--- src/shared/wos_pkg.sv ---
// Shared constants and mode types for the waveform output sequencer.
// Assumes one 50 MHz system clock; all users import the whole package.
package wos_pkg;

  // System clock rate
  localparam int unsigned CLOCK_HZ = 50_000_000;

  // Output channels and converter code width
  localparam int unsigned CHANNELS = 2;
  localparam int unsigned CODE_W = 16;
  // Code steps over the selected range: one step is range / CODE_STEPS
  localparam int unsigned CODE_STEPS = 65536;
  // One queue entry carries one code per channel, channel zero low
  localparam int unsigned SAMPLE_W = 32;
  localparam int unsigned CH0_LSB = 0;
  localparam int unsigned CH1_LSB = 16;

  // Internal reference level in volts
  localparam int unsigned INTERNAL_REF_VOLTS = 10;

  // Onboard sample queue geometry
  localparam int unsigned QUEUE_DEPTH = 64;
  localparam int unsigned QUEUE_AW = 6;
  localparam int unsigned LEVEL_W = 7;
  localparam logic [LEVEL_W-1:0] QUEUE_FULL_LEVEL = 7'h40;

  // Finite sample count and pacing counter widths
  localparam int unsigned COUNT_W = 24;
  localparam int unsigned PACE_W = 16;
  // Begin trigger to first sample clock, in timebase ticks
  localparam logic [PACE_W-1:0] DEFAULT_BEGIN_DELAY = 16'h0002;

  // Reset values of the per-channel settings
  localparam logic [CHANNELS-1:0] REF_SELECT_RESET = 2'h0;
  localparam logic [CHANNELS-1:0] REGLITCH_RESET = 2'h0;

  // How conversions are paced
  typedef enum logic [1:0] {
    WOS_TIME_SOFTWARE = 2'b00,
    WOS_TIME_HW_UNBUFFERED = 2'b01,
    WOS_TIME_HW_BUFFERED = 2'b10
  } wos_timing_t;

  // Finite or continuous generation
  typedef enum logic {
    WOS_SAMPLE_FINITE = 1'b0,
    WOS_SAMPLE_CONTINUOUS = 1'b1
  } wos_sample_t;

  // What data is replayed
  typedef enum logic [1:0] {
    WOS_REGEN_STANDARD = 2'b00,
    WOS_REGEN_QUEUE_ONLY = 2'b01,
    WOS_REGEN_NONE = 2'b10
  } wos_regen_t;

  // Generation sequencer states
  typedef enum logic [1:0] {
    WOS_IDLE = 2'b00,
    WOS_ARMED = 2'b01,
    WOS_RUN = 2'b10
  } wos_state_t;

endpackage

--- src/core/wos_core.sv ---
// Waveform output sequencer: sample queue, pacing, triggers, converter codes.
// Assumes all inputs are synchronous to clock; host obeys host_wr_ready.
`timescale 1ns/1ps
// What this block does
// Each sample clock drives codes, popping outside queue-only mode
// FIFO queue between host and converters
// Per-channel internal or external reference select
// Sixteen-bit code per converter channel
// Per-channel reglitch enable, cleared at reset
// One update per software command
// Hardware pacing, internal or external clock
// Host fills queue, device plays singly
// Finite mode stops after set count
// Continuous mode runs until stop
// Standard regeneration consumes host-refilled queue
// Queue-only replay, writes refused while running
// Non-regeneration flags underflow error
// Unbuffered samples go at next edge
// Start and pause hardware triggers
// One edge updates all, edge selectable
// Pause masks next samples, polarity selectable
// Start launches counter after configurable delay
// Empty queue: hold; without regeneration also flag, halt
// Queue-only read pointer wraps to first
module wos_core
  import wos_pkg::*;
(
  input wire logic clock,
  input wire logic resetn,
  input wire logic host_wr_valid,
  output logic host_wr_ready,
  input wire logic [wos_pkg::SAMPLE_W-1:0] host_wr_data,
  input wire wos_pkg::wos_timing_t timing_mode,
  input wire wos_pkg::wos_sample_t sample_mode,
  input wire wos_pkg::wos_regen_t regen_mode,
  input wire logic clock_source_external,
  input wire logic clock_edge_falling,
  input wire logic sample_update_clock,
  input wire logic [wos_pkg::PACE_W-1:0] pace_period,
  input wire logic [wos_pkg::PACE_W-1:0] begin_delay,
  input wire logic begin_trigger_enable,
  input wire logic generation_begin_trigger,
  input wire logic hold_trigger_enable,
  input wire logic hold_active_low,
  input wire logic generation_hold_trigger,
  input wire logic [wos_pkg::COUNT_W-1:0] finite_count,
  input wire logic sw_start,
  input wire logic sw_stop,
  input wire logic sw_update,
  input wire logic [wos_pkg::CHANNELS-1:0] reference_select_external,
  input wire logic [wos_pkg::CHANNELS-1:0] reglitch_select,
  input wire logic error_clear,
  output logic [wos_pkg::CODE_W-1:0] output_channel_zero,
  output logic [wos_pkg::CODE_W-1:0] output_channel_one,
  output logic converter_load,
  output logic [wos_pkg::CHANNELS-1:0] reference_external,
  output logic [wos_pkg::CHANNELS-1:0] reglitch_enable,
  output logic generation_running,
  output logic generation_done,
  output logic underflow_error,
  output logic [wos_pkg::LEVEL_W-1:0] queue_level,
  output logic sample_clock_out,
  output logic begin_trigger_out
);

  // Sequencer state
  wos_state_t state_reg;
  wos_state_t state_next;
  // Queue storage and pointers
  logic [SAMPLE_W-1:0] queue_mem [0:QUEUE_DEPTH-1];
  logic [QUEUE_AW-1:0] wr_ptr_reg;
  logic [QUEUE_AW-1:0] rd_ptr_reg;
  logic [LEVEL_W-1:0] count_reg;
  // Queue-only replay window
  logic [QUEUE_AW-1:0] base_reg;
  logic [LEVEL_W-1:0] loaded_reg;
  logic [QUEUE_AW-1:0] replay_idx_reg;
  // Finite sample tally
  logic [COUNT_W-1:0] sent_reg;
  // Edge detect history
  logic ext_clk_prev_reg;
  logic begin_trig_prev_reg;
  // Buffer to queue handshake
  logic buf_valid;
  logic buf_ready;
  // Buffer room before the queue-only lock is applied
  logic buf_in_ready;
  logic [SAMPLE_W-1:0] buf_data;
  // Event terms
  logic push;
  logic queue_only;
  logic locked;
  logic ext_edge;
  logic int_tick;
  logic pace_edge;
  logic paused;
  logic hw_update;
  logic update_req;
  logic avail;
  logic take;
  logic consume;
  logic underflow_hit;
  logic finite_hit;
  logic start_fire;
  logic stop_now;
  logic [QUEUE_AW-1:0] rd_addr;
  logic [SAMPLE_W-1:0] head_word;

  // Host words pass the two-entry buffer before the queue
  wos_pair_buf #(
    .WIDTH(SAMPLE_W)
  ) u_pair_buf (
    .clock(clock),
    .resetn(resetn),
    .in_valid(host_wr_valid && !locked),
    .in_ready(buf_in_ready),
    .in_data(host_wr_data),
    .out_valid(buf_valid),
    .out_ready(buf_ready),
    .out_data(buf_data)
  );

  // Internal sample clock counter
  wos_pace_gen u_pace_gen (
    .clock(clock),
    .resetn(resetn),
    .run(state_reg == WOS_RUN && !clock_source_external),
    .start(start_fire),
    .period(pace_period),
    .begin_delay(begin_delay),
    .tick(int_tick)
  );

  // Mode decode
  assign queue_only = (timing_mode == WOS_TIME_HW_BUFFERED) && (regen_mode == WOS_REGEN_QUEUE_ONLY);
  // No loading once a queue-only generation has left idle
  assign locked = queue_only && (state_reg != WOS_IDLE);
  // Host sees an outright refusal while locked, not two more buffered words
  assign host_wr_ready = buf_in_ready && !locked;
  // Queue accepts while not full and not locked; stall reaches host
  assign buf_ready = (count_reg != QUEUE_FULL_LEVEL) && !locked;
  assign push = buf_valid & buf_ready;

  // External clock edge of the selected sense
  assign ext_edge = clock_edge_falling ? (ext_clk_prev_reg && !sample_update_clock)
                                       : (!ext_clk_prev_reg && sample_update_clock);
  // Pacing from external pin or internal counter
  assign pace_edge = clock_source_external ? ext_edge : int_tick;
  // Pause level sampled at the edge; in-progress update is unaffected
  assign paused = hold_trigger_enable && (generation_hold_trigger ^ hold_active_low);
  assign hw_update = (timing_mode != WOS_TIME_SOFTWARE) && (state_reg == WOS_RUN) && pace_edge && !paused;
  // Software mode: one command, one update
  assign update_req = hw_update || ((timing_mode == WOS_TIME_SOFTWARE) && sw_update);

  // Data present for the next update
  assign avail = queue_only ? (loaded_reg != '0) : (count_reg != '0);
  assign take = update_req && avail;
  // Queue-only replay keeps entries; other modes pop them
  assign consume = take && !queue_only;
  assign rd_addr = queue_only ? (base_reg + replay_idx_reg) : rd_ptr_reg;
  assign head_word = queue_mem[rd_addr];

  // Starved non-regenerating generation is an error
  assign underflow_hit = hw_update && !avail && (timing_mode == WOS_TIME_HW_BUFFERED)
                         && (regen_mode == WOS_REGEN_NONE);
  // Finite generation ends on the last counted sample
  assign finite_hit = take && (timing_mode == WOS_TIME_HW_BUFFERED) && (sample_mode == WOS_SAMPLE_FINITE)
                      && (sent_reg + 24'h000001 >= finite_count);
  // Continuous runs end only by stop or error
  assign stop_now = sw_stop || underflow_hit || finite_hit;

  // Start: immediately, or at begin trigger rising edge
  always_comb
  begin
    state_next = state_reg;
    start_fire = 1'b0;
    unique case (state_reg)
      // Waiting for software start
      WOS_IDLE:
      begin
        if (sw_start && timing_mode != WOS_TIME_SOFTWARE)
        begin
          if (begin_trigger_enable)
            state_next = WOS_ARMED;
          else
          begin
            state_next = WOS_RUN;
            start_fire = 1'b1;
          end
        end
      end
      // Waiting for the hardware begin trigger
      WOS_ARMED:
      begin
        if (sw_stop)
          state_next = WOS_IDLE;
        else if (generation_begin_trigger && !begin_trig_prev_reg)
        begin
          state_next = WOS_RUN;
          start_fire = 1'b1;
        end
      end
      // Generating
      WOS_RUN:
      begin
        if (stop_now)
          state_next = WOS_IDLE;
      end
      default:
        state_next = WOS_IDLE;
    endcase
  end

  // State register
  always_ff @(posedge clock or negedge resetn)
  begin
    if (!resetn)
      state_reg <= WOS_IDLE;
    else
      state_reg <= state_next;
  end

  // Edge detect history
  always_ff @(posedge clock or negedge resetn)
  begin
    if (!resetn)
    begin
      ext_clk_prev_reg <= 1'b0;
      begin_trig_prev_reg <= 1'b0;
    end
    else
    begin
      ext_clk_prev_reg <= sample_update_clock;
      begin_trig_prev_reg <= generation_begin_trigger;
    end
  end

  // Queue storage write
  always_ff @(posedge clock)
  begin
    if (push)
      queue_mem[wr_ptr_reg] <= buf_data;
  end

  // Queue pointers and level
  always_ff @(posedge clock or negedge resetn)
  begin
    if (!resetn)
    begin
      wr_ptr_reg <= '0;
      rd_ptr_reg <= '0;
      count_reg <= '0;
    end
    else
    begin
      if (push)
        wr_ptr_reg <= wr_ptr_reg + 6'h01;
      if (consume)
        rd_ptr_reg <= rd_ptr_reg + 6'h01;
      if (push && !consume)
        count_reg <= count_reg + 7'h01;
      else if (consume && !push)
        count_reg <= count_reg - 7'h01;
    end
  end

  // Queue-only window captured as the generation leaves idle
  always_ff @(posedge clock or negedge resetn)
  begin
    if (!resetn)
    begin
      base_reg <= '0;
      loaded_reg <= '0;
      replay_idx_reg <= '0;
    end
    else if (state_reg == WOS_IDLE && state_next != WOS_IDLE)
    begin
      base_reg <= rd_ptr_reg;
      loaded_reg <= count_reg + {6'h00, push};
      replay_idx_reg <= '0;
    end
    else if (take && queue_only)
    begin
      // Back to the first loaded sample after the last
      if ({1'b0, replay_idx_reg} + 7'h01 >= loaded_reg)
        replay_idx_reg <= '0;
      else
        replay_idx_reg <= replay_idx_reg + 6'h01;
    end
  end

  // Samples sent in this generation
  always_ff @(posedge clock or negedge resetn)
  begin
    if (!resetn)
      sent_reg <= '0;
    else if (start_fire)
      sent_reg <= '0;
    else if (take)
      sent_reg <= sent_reg + 24'h000001;
  end

  // Converter codes, all channels at once; held when no data
  always_ff @(posedge clock or negedge resetn)
  begin
    if (!resetn)
    begin
      output_channel_zero <= '0;
      output_channel_one <= '0;
      converter_load <= 1'b0;
    end
    else
    begin
      converter_load <= take;
      if (take)
      begin
        output_channel_zero <= head_word[CH0_LSB +: CODE_W];
        output_channel_one <= head_word[CH1_LSB +: CODE_W];
      end
    end
  end

  // Per-channel analog settings
  always_ff @(posedge clock or negedge resetn)
  begin
    if (!resetn)
    begin
      reference_external <= REF_SELECT_RESET;
      reglitch_enable <= REGLITCH_RESET;
    end
    else
    begin
      reference_external <= reference_select_external;
      reglitch_enable <= reglitch_select;
    end
  end

  // Underflow flag; a new underflow beats a clear
  always_ff @(posedge clock or negedge resetn)
  begin
    if (!resetn)
      underflow_error <= 1'b0;
    else if (underflow_hit)
      underflow_error <= 1'b1;
    else if (error_clear)
      underflow_error <= 1'b0;
  end

  // Status and event outputs
  always_ff @(posedge clock or negedge resetn)
  begin
    if (!resetn)
    begin
      generation_running <= 1'b0;
      generation_done <= 1'b0;
      queue_level <= '0;
      sample_clock_out <= 1'b0;
      begin_trigger_out <= 1'b0;
    end
    else
    begin
      generation_running <= (state_next == WOS_RUN);
      generation_done <= (state_reg == WOS_RUN) && finite_hit;
      queue_level <= count_reg;
      sample_clock_out <= hw_update;
      begin_trigger_out <= start_fire;
    end
  end

endmodule // wos_core

--- src/core/wos_pair_buf.sv ---
// Two-entry buffer with valid and ready on both sides.
// Assumes both sides share the system clock; a stalled drain loses no word.
`timescale 1ns/1ps
module wos_pair_buf #(
  parameter int unsigned WIDTH = 32
) (
  input wire logic clock,
  input wire logic resetn,
  input wire logic in_valid,
  output logic in_ready,
  input wire logic [WIDTH-1:0] in_data,
  output logic out_valid,
  input wire logic out_ready,
  output logic [WIDTH-1:0] out_data
);

  // Two storage slots, slot zero is the head
  logic [WIDTH-1:0] slot0_reg;
  logic [WIDTH-1:0] slot1_reg;
  // Number of words held
  logic [1:0] fill_reg;
  logic push;
  logic pop;

  // Handshakes
  assign in_ready = (fill_reg != 2'h2);
  assign out_valid = (fill_reg != 2'h0);
  assign out_data = slot0_reg;
  assign push = in_valid & in_ready;
  assign pop = out_valid & out_ready;

  // Fill level
  always_ff @(posedge clock or negedge resetn)
  begin
    if (!resetn)
      fill_reg <= 2'h0;
    else if (push && !pop)
      fill_reg <= fill_reg + 2'h1;
    else if (pop && !push)
      fill_reg <= fill_reg - 2'h1;
  end

  // Slot data movement
  always_ff @(posedge clock or negedge resetn)
  begin
    if (!resetn)
    begin
      slot0_reg <= '0;
      slot1_reg <= '0;
    end
    else
    begin
      // Head advances on a pop
      if (pop)
        slot0_reg <= (fill_reg == 2'h2) ? slot1_reg : in_data;
      else if (push && fill_reg == 2'h0)
        slot0_reg <= in_data;
      // Second slot fills when head stays occupied
      if (push && ((fill_reg == 2'h1 && !pop) || (fill_reg == 2'h2)))
        slot1_reg <= in_data;
    end
  end

endmodule // wos_pair_buf

--- src/core/wos_pace_gen.sv ---
// Internal sample clock generator: start delay, then one tick per period.
// Assumes the system clock serves as the timebase tick.
`timescale 1ns/1ps
module wos_pace_gen
  import wos_pkg::*;
(
  input wire logic clock,
  input wire logic resetn,
  input wire logic run,
  input wire logic start,
  input wire logic [wos_pkg::PACE_W-1:0] period,
  input wire logic [wos_pkg::PACE_W-1:0] begin_delay,
  output logic tick
);

  // Down counter to the next tick
  logic [PACE_W-1:0] count_reg;
  logic [PACE_W-1:0] delay_eff;
  logic [PACE_W-1:0] period_eff;

  // Zero delay selects the default two ticks
  assign delay_eff = (begin_delay == '0) ? DEFAULT_BEGIN_DELAY : begin_delay;
  // A period below one cycle is taken as one
  assign period_eff = (period == '0) ? 16'h0001 : period;
  assign tick = run & !start & (count_reg == 16'h0001);

  // Load the delay on start, reload the period on each tick
  always_ff @(posedge clock or negedge resetn)
  begin
    if (!resetn)
      count_reg <= '0;
    else if (start)
      count_reg <= delay_eff;
    else if (!run)
      count_reg <= '0;
    else if (count_reg == 16'h0001)
      count_reg <= period_eff;
    else if (count_reg != '0)
      count_reg <= count_reg - 16'h0001;
  end

endmodule // wos_pace_gen

--- config.mk ---
export PLATFORM = sky130hd
export DESIGN_NAME = wos_core
export DESIGN_NICKNAME = d
export VERILOG_FILES = /design/src/shared/wos_pkg.sv /design/src/core/wos_core.sv /design/src/core/wos_pair_buf.sv /design/src/core/wos_pace_gen.sv
export SDC_FILE = /design/constraint.sdc
export NUM_CORES = 2
export LEC_CHECK = 0
export ABC_CLOCK_PERIOD_IN_PS = 3600
export BUFFER_PORTS_ARGS = -buffer_cell sky130_fd_sc_hd__buf_2
export CAP_MARGIN = 20
export CORE_AREA = 2 2 513 515
export CTS_CLUSTER_DIAMETER = 150
export DETAILED_ROUTE_END_ITERATION = 8
export DIE_AREA = 0 0 515 517
export HOLD_SLACK_MARGIN = 0.05
export SLEW_MARGIN = 20
export SYNTH_ARGS = -nofsm -noshare
export SYNTH_HDL_FRONTEND = slang
export SYNTH_SLANG_ARGS = --single-unit
--- constraint.sdc ---
create_clock -name clock -period 3.6 [get_ports clock]
set_input_delay 0.72 -clock clock [delete_from_list [all_inputs] [get_ports clock]]
set_output_delay 0.72 -clock clock [all_outputs]
set_load 0.01 [all_outputs]
==> run metrics <==
outcome finished, final reports clean; PD cells 829 nW/um^2; sequential share of power 0.415; worst path buffer plus inverter count 2; Max H-tree Level 4; Post-DP HPWL ~160,000 um; die width 515 um; Critical Path RT between 4 and 5 ns; cells after synthesis 6,758; nets@finish 7,434; core area 261,000 um^2; FF+latch count, synth 2,245; top_reg_cell synth edfxtp_1; Longest Clk Path Bufs 3; Seq/Total Area, Yosys 0.731; vias in the first global route 58,100; global-route usage over all layers 0.195; # setup viols final 0; clock-pin transition on the worst setup and hold timing paths ~0.07 ns; footprint of the multi-input gates 23,300 um^2; IO buf count 161; Sw Pwr 32.4 mW; Slew HR 0.241; Worst EP arrival 4.26 ns; Syn-to-layout area delta 19.8%; Yosys cell types 76; Root Driver clkbuf_16; Chip Height 517 um; largest cells by area after synthesis edfxtp_1 (68%), nand2_1 (6.6%), dfrtp_1 (5.4%); GP Congestion roughly 0.86; DR iter-0 viols 6,672; clk_skew approximately 0.077 ns; TNS Setup 0 ns; Die ar. 266,000 um^2; Syn Nets approximately 7,000; drt pass-1 iters 5; final core utilization 0.417; critical path class flip-flop to flip-flop; clock latency at the later pin of the worst-skew pair between 0.8 and 0.9 ns; Min-Delay Path Class input pin to flip-flop; drt total wl roughly 260,000 um; top cell type's share of synthesized area 0.676; period utilisation layout 0.975; max reg flops around 2,000; initial antenna violation count 5; CP delay by family, top compound AO/OA/AOI/OAI gates; logic gate share of total power 0.326; slew of the pin with the lowest slew margin 1.14 ns; Worst path slowest cell o31ai_1; Internal Pwr Total 57.9 mW; most frequent cell after synthesis edfxtp_1; Max Cap Viol 0; Sink Count 2,245; Yosys warning total 0; Final Slew Violations 0; Mapped Avg Cell Area 13.5 um^2; post-layout instance area 109,000 um^2; wire length per cell 24.3 um; WHS Path Cells 3; Final Hold Viols 0; CP peak stage delay 0.55 ns; placed cell area 101,000 um^2; TritonCTS buffer count between 200 and 250; Storage cell area about 66,000 um^2; DR DRC count 0; Post-synth EDFFs a little over 2,000; Switching Fraction 0.359; min Tclk post-route 3.51 ns; fillers between 20,000 and 25,000; CTS tree yes; first-pass GRT wire length 388,000 um; Critical Path Stages 10; std cell rows 188; maximum clock frequency 0.285 GHz; placed cell count 10,400; leading area contributor after synthesis edfxtp_1; fin cells 10,900; async set or reset register ratio after synthesis 0.0878; GRT overflow 0; I/O pins 162; unrepaired setup endpoints after global routing true; Critical Path Fanout Max 22; DR vias 59,400; Critical Path Sink Type flip-flop; Leak 38.5 nW; CP Launch Type flip-flop; r2r worst-path depth 10; CP Cell Sequence ha_1, a211oi_1, o21bai_1, a2111o_1, o211ai_2, buf_12, nand2_1, buf_4, o31ai_1, o21ai_1; post-synthesis cell area 90,900 um^2; clock share of power 0.259; Max rail drop VDD 0.000494 V; pin count of the biggest net entering global routing 82; Post-synth top cells edfxtp_1 (2,048), nand2_1 (1,610), nand3_1 (923); Initial Utilization 0.348; share of cells above drive strength 1 0.180; detailed-route vias per instance 5.46; post-route antenna net violation count 0
==> stage by stage <==
step / worst slack, ns / power (mW) / hold WS, ns
floorplan: -0.142 / 52.6 / 0.424
detailed placement: -0.250 / 67.1 / 0.464
CTS: 0.00685 / 90.5 / 0.0504
global route: -0.0862 / 94.3 / 0.0850
global placement: -0.233 / 66.5 / 0.457
finish: 0.0894 / 90.3 / 0.101
==> path summary, 6_finish.rpt <==
kind | startpoint | endpoint | slack, ns
max | replay_idx_reg[2]$_DFFE_PN0P_ | output_channel_one[4]$_DFFE_PN0N_ | 0.09
min | host_wr_data[12] | u_pair_buf.out_data[12]$_DFFE_PN0P_ | 0.10
max reg2reg | replay_idx_reg[2]$_DFFE_PN0P_ | output_channel_one[4]$_DFFE_PN0N_ | 0.09
min reg2reg | underflow_error$_DFFE_PN0P_ | underflow_error$_DFFE_PN0P_ | 0.48
max in group asynchronous | resetn | u_pair_buf.slot1_reg[8]$_DFFE_PN0P_ | 2.19
min in group asynchronous | resetn | state_reg[1]$_DFF_PN0_ | 0.50
==> per-layer routing <==
layer / share of wire / vias to the layer above / track usage
li1: - / 26200 / -
met4: 0.036 / 8 / 0.0719
met2: 0.48 / 2484 / 0.323
met3: 0.076 / 421 / 0.0307
met1: 0.41 / 30200 / 0.258
met5: 0.00019 / - / 0
==> cell families after synthesis <==
kind of cell,after synthesis,synth area share
flops,2245,0.731
buf+inv,486,0.0226
compound gates,747,0.0529
xor+xnor,79,0.00761
simple gates,2968,0.143
mux,176,0.0349
fa+ha+maj,57,0.00801
==> cell usage in the layout (no fill, tap or decap), types with 65 or more instances in the layout <==
cell type  synthesis  routed
edfxtp_1        2048    2048
a21oi_1          361     355
buf_12             0     173
nand4_1           73      73
nor2_1           172     105
buf_4              4     370
nand3_1          923     921
a221oi_1         138     130
buf_2            158     160
dfrtp_1          197     165
nand2_1         1610    1610
mux4_2           108     108
clkbuf_16          0     220
nor2_4             0      65
==> worst min-delay path: stages <==
cell	delay (ns)
buf_2	0.11
nand2_1	0.05
nand2_1	0.06
==> cell type report <==
cell class,instances,area share
diodes,4,0.0000919
clock buffers,273,0.0532
well taps,3420,0.0393
clock inverters,138,0.0143
repair buffers,729,0.0671
flip-flops and latches,2245,0.610
multi-input cells,4027,0.214
inverters,43,0.00148
==> power by group through the flow <==
stage          clock network, mW  registers (mW)  logic [mW]
6_report                    23.4            37.5        29.4
5_1_grt                     24.7            37.8        31.8
4_1_cts                     23.7            37.8        29.0
3_5_place_dp                   0            38.3        28.8
3_3_place_gp                   0            38.1        28.4
2_1_floorplan                  0            37.1        15.6
==> timing repair <==
item,in CTS,in global routing
hold buffers,25,0
pin swaps,0,14
setup endpoints to repair,10,24
gates cloned,0,0
buffers inserted,4,3
resized for setup,2,43
endpoints found under the hold margin,108,0
Note: power is estimated with default switching activity, not from simulation.
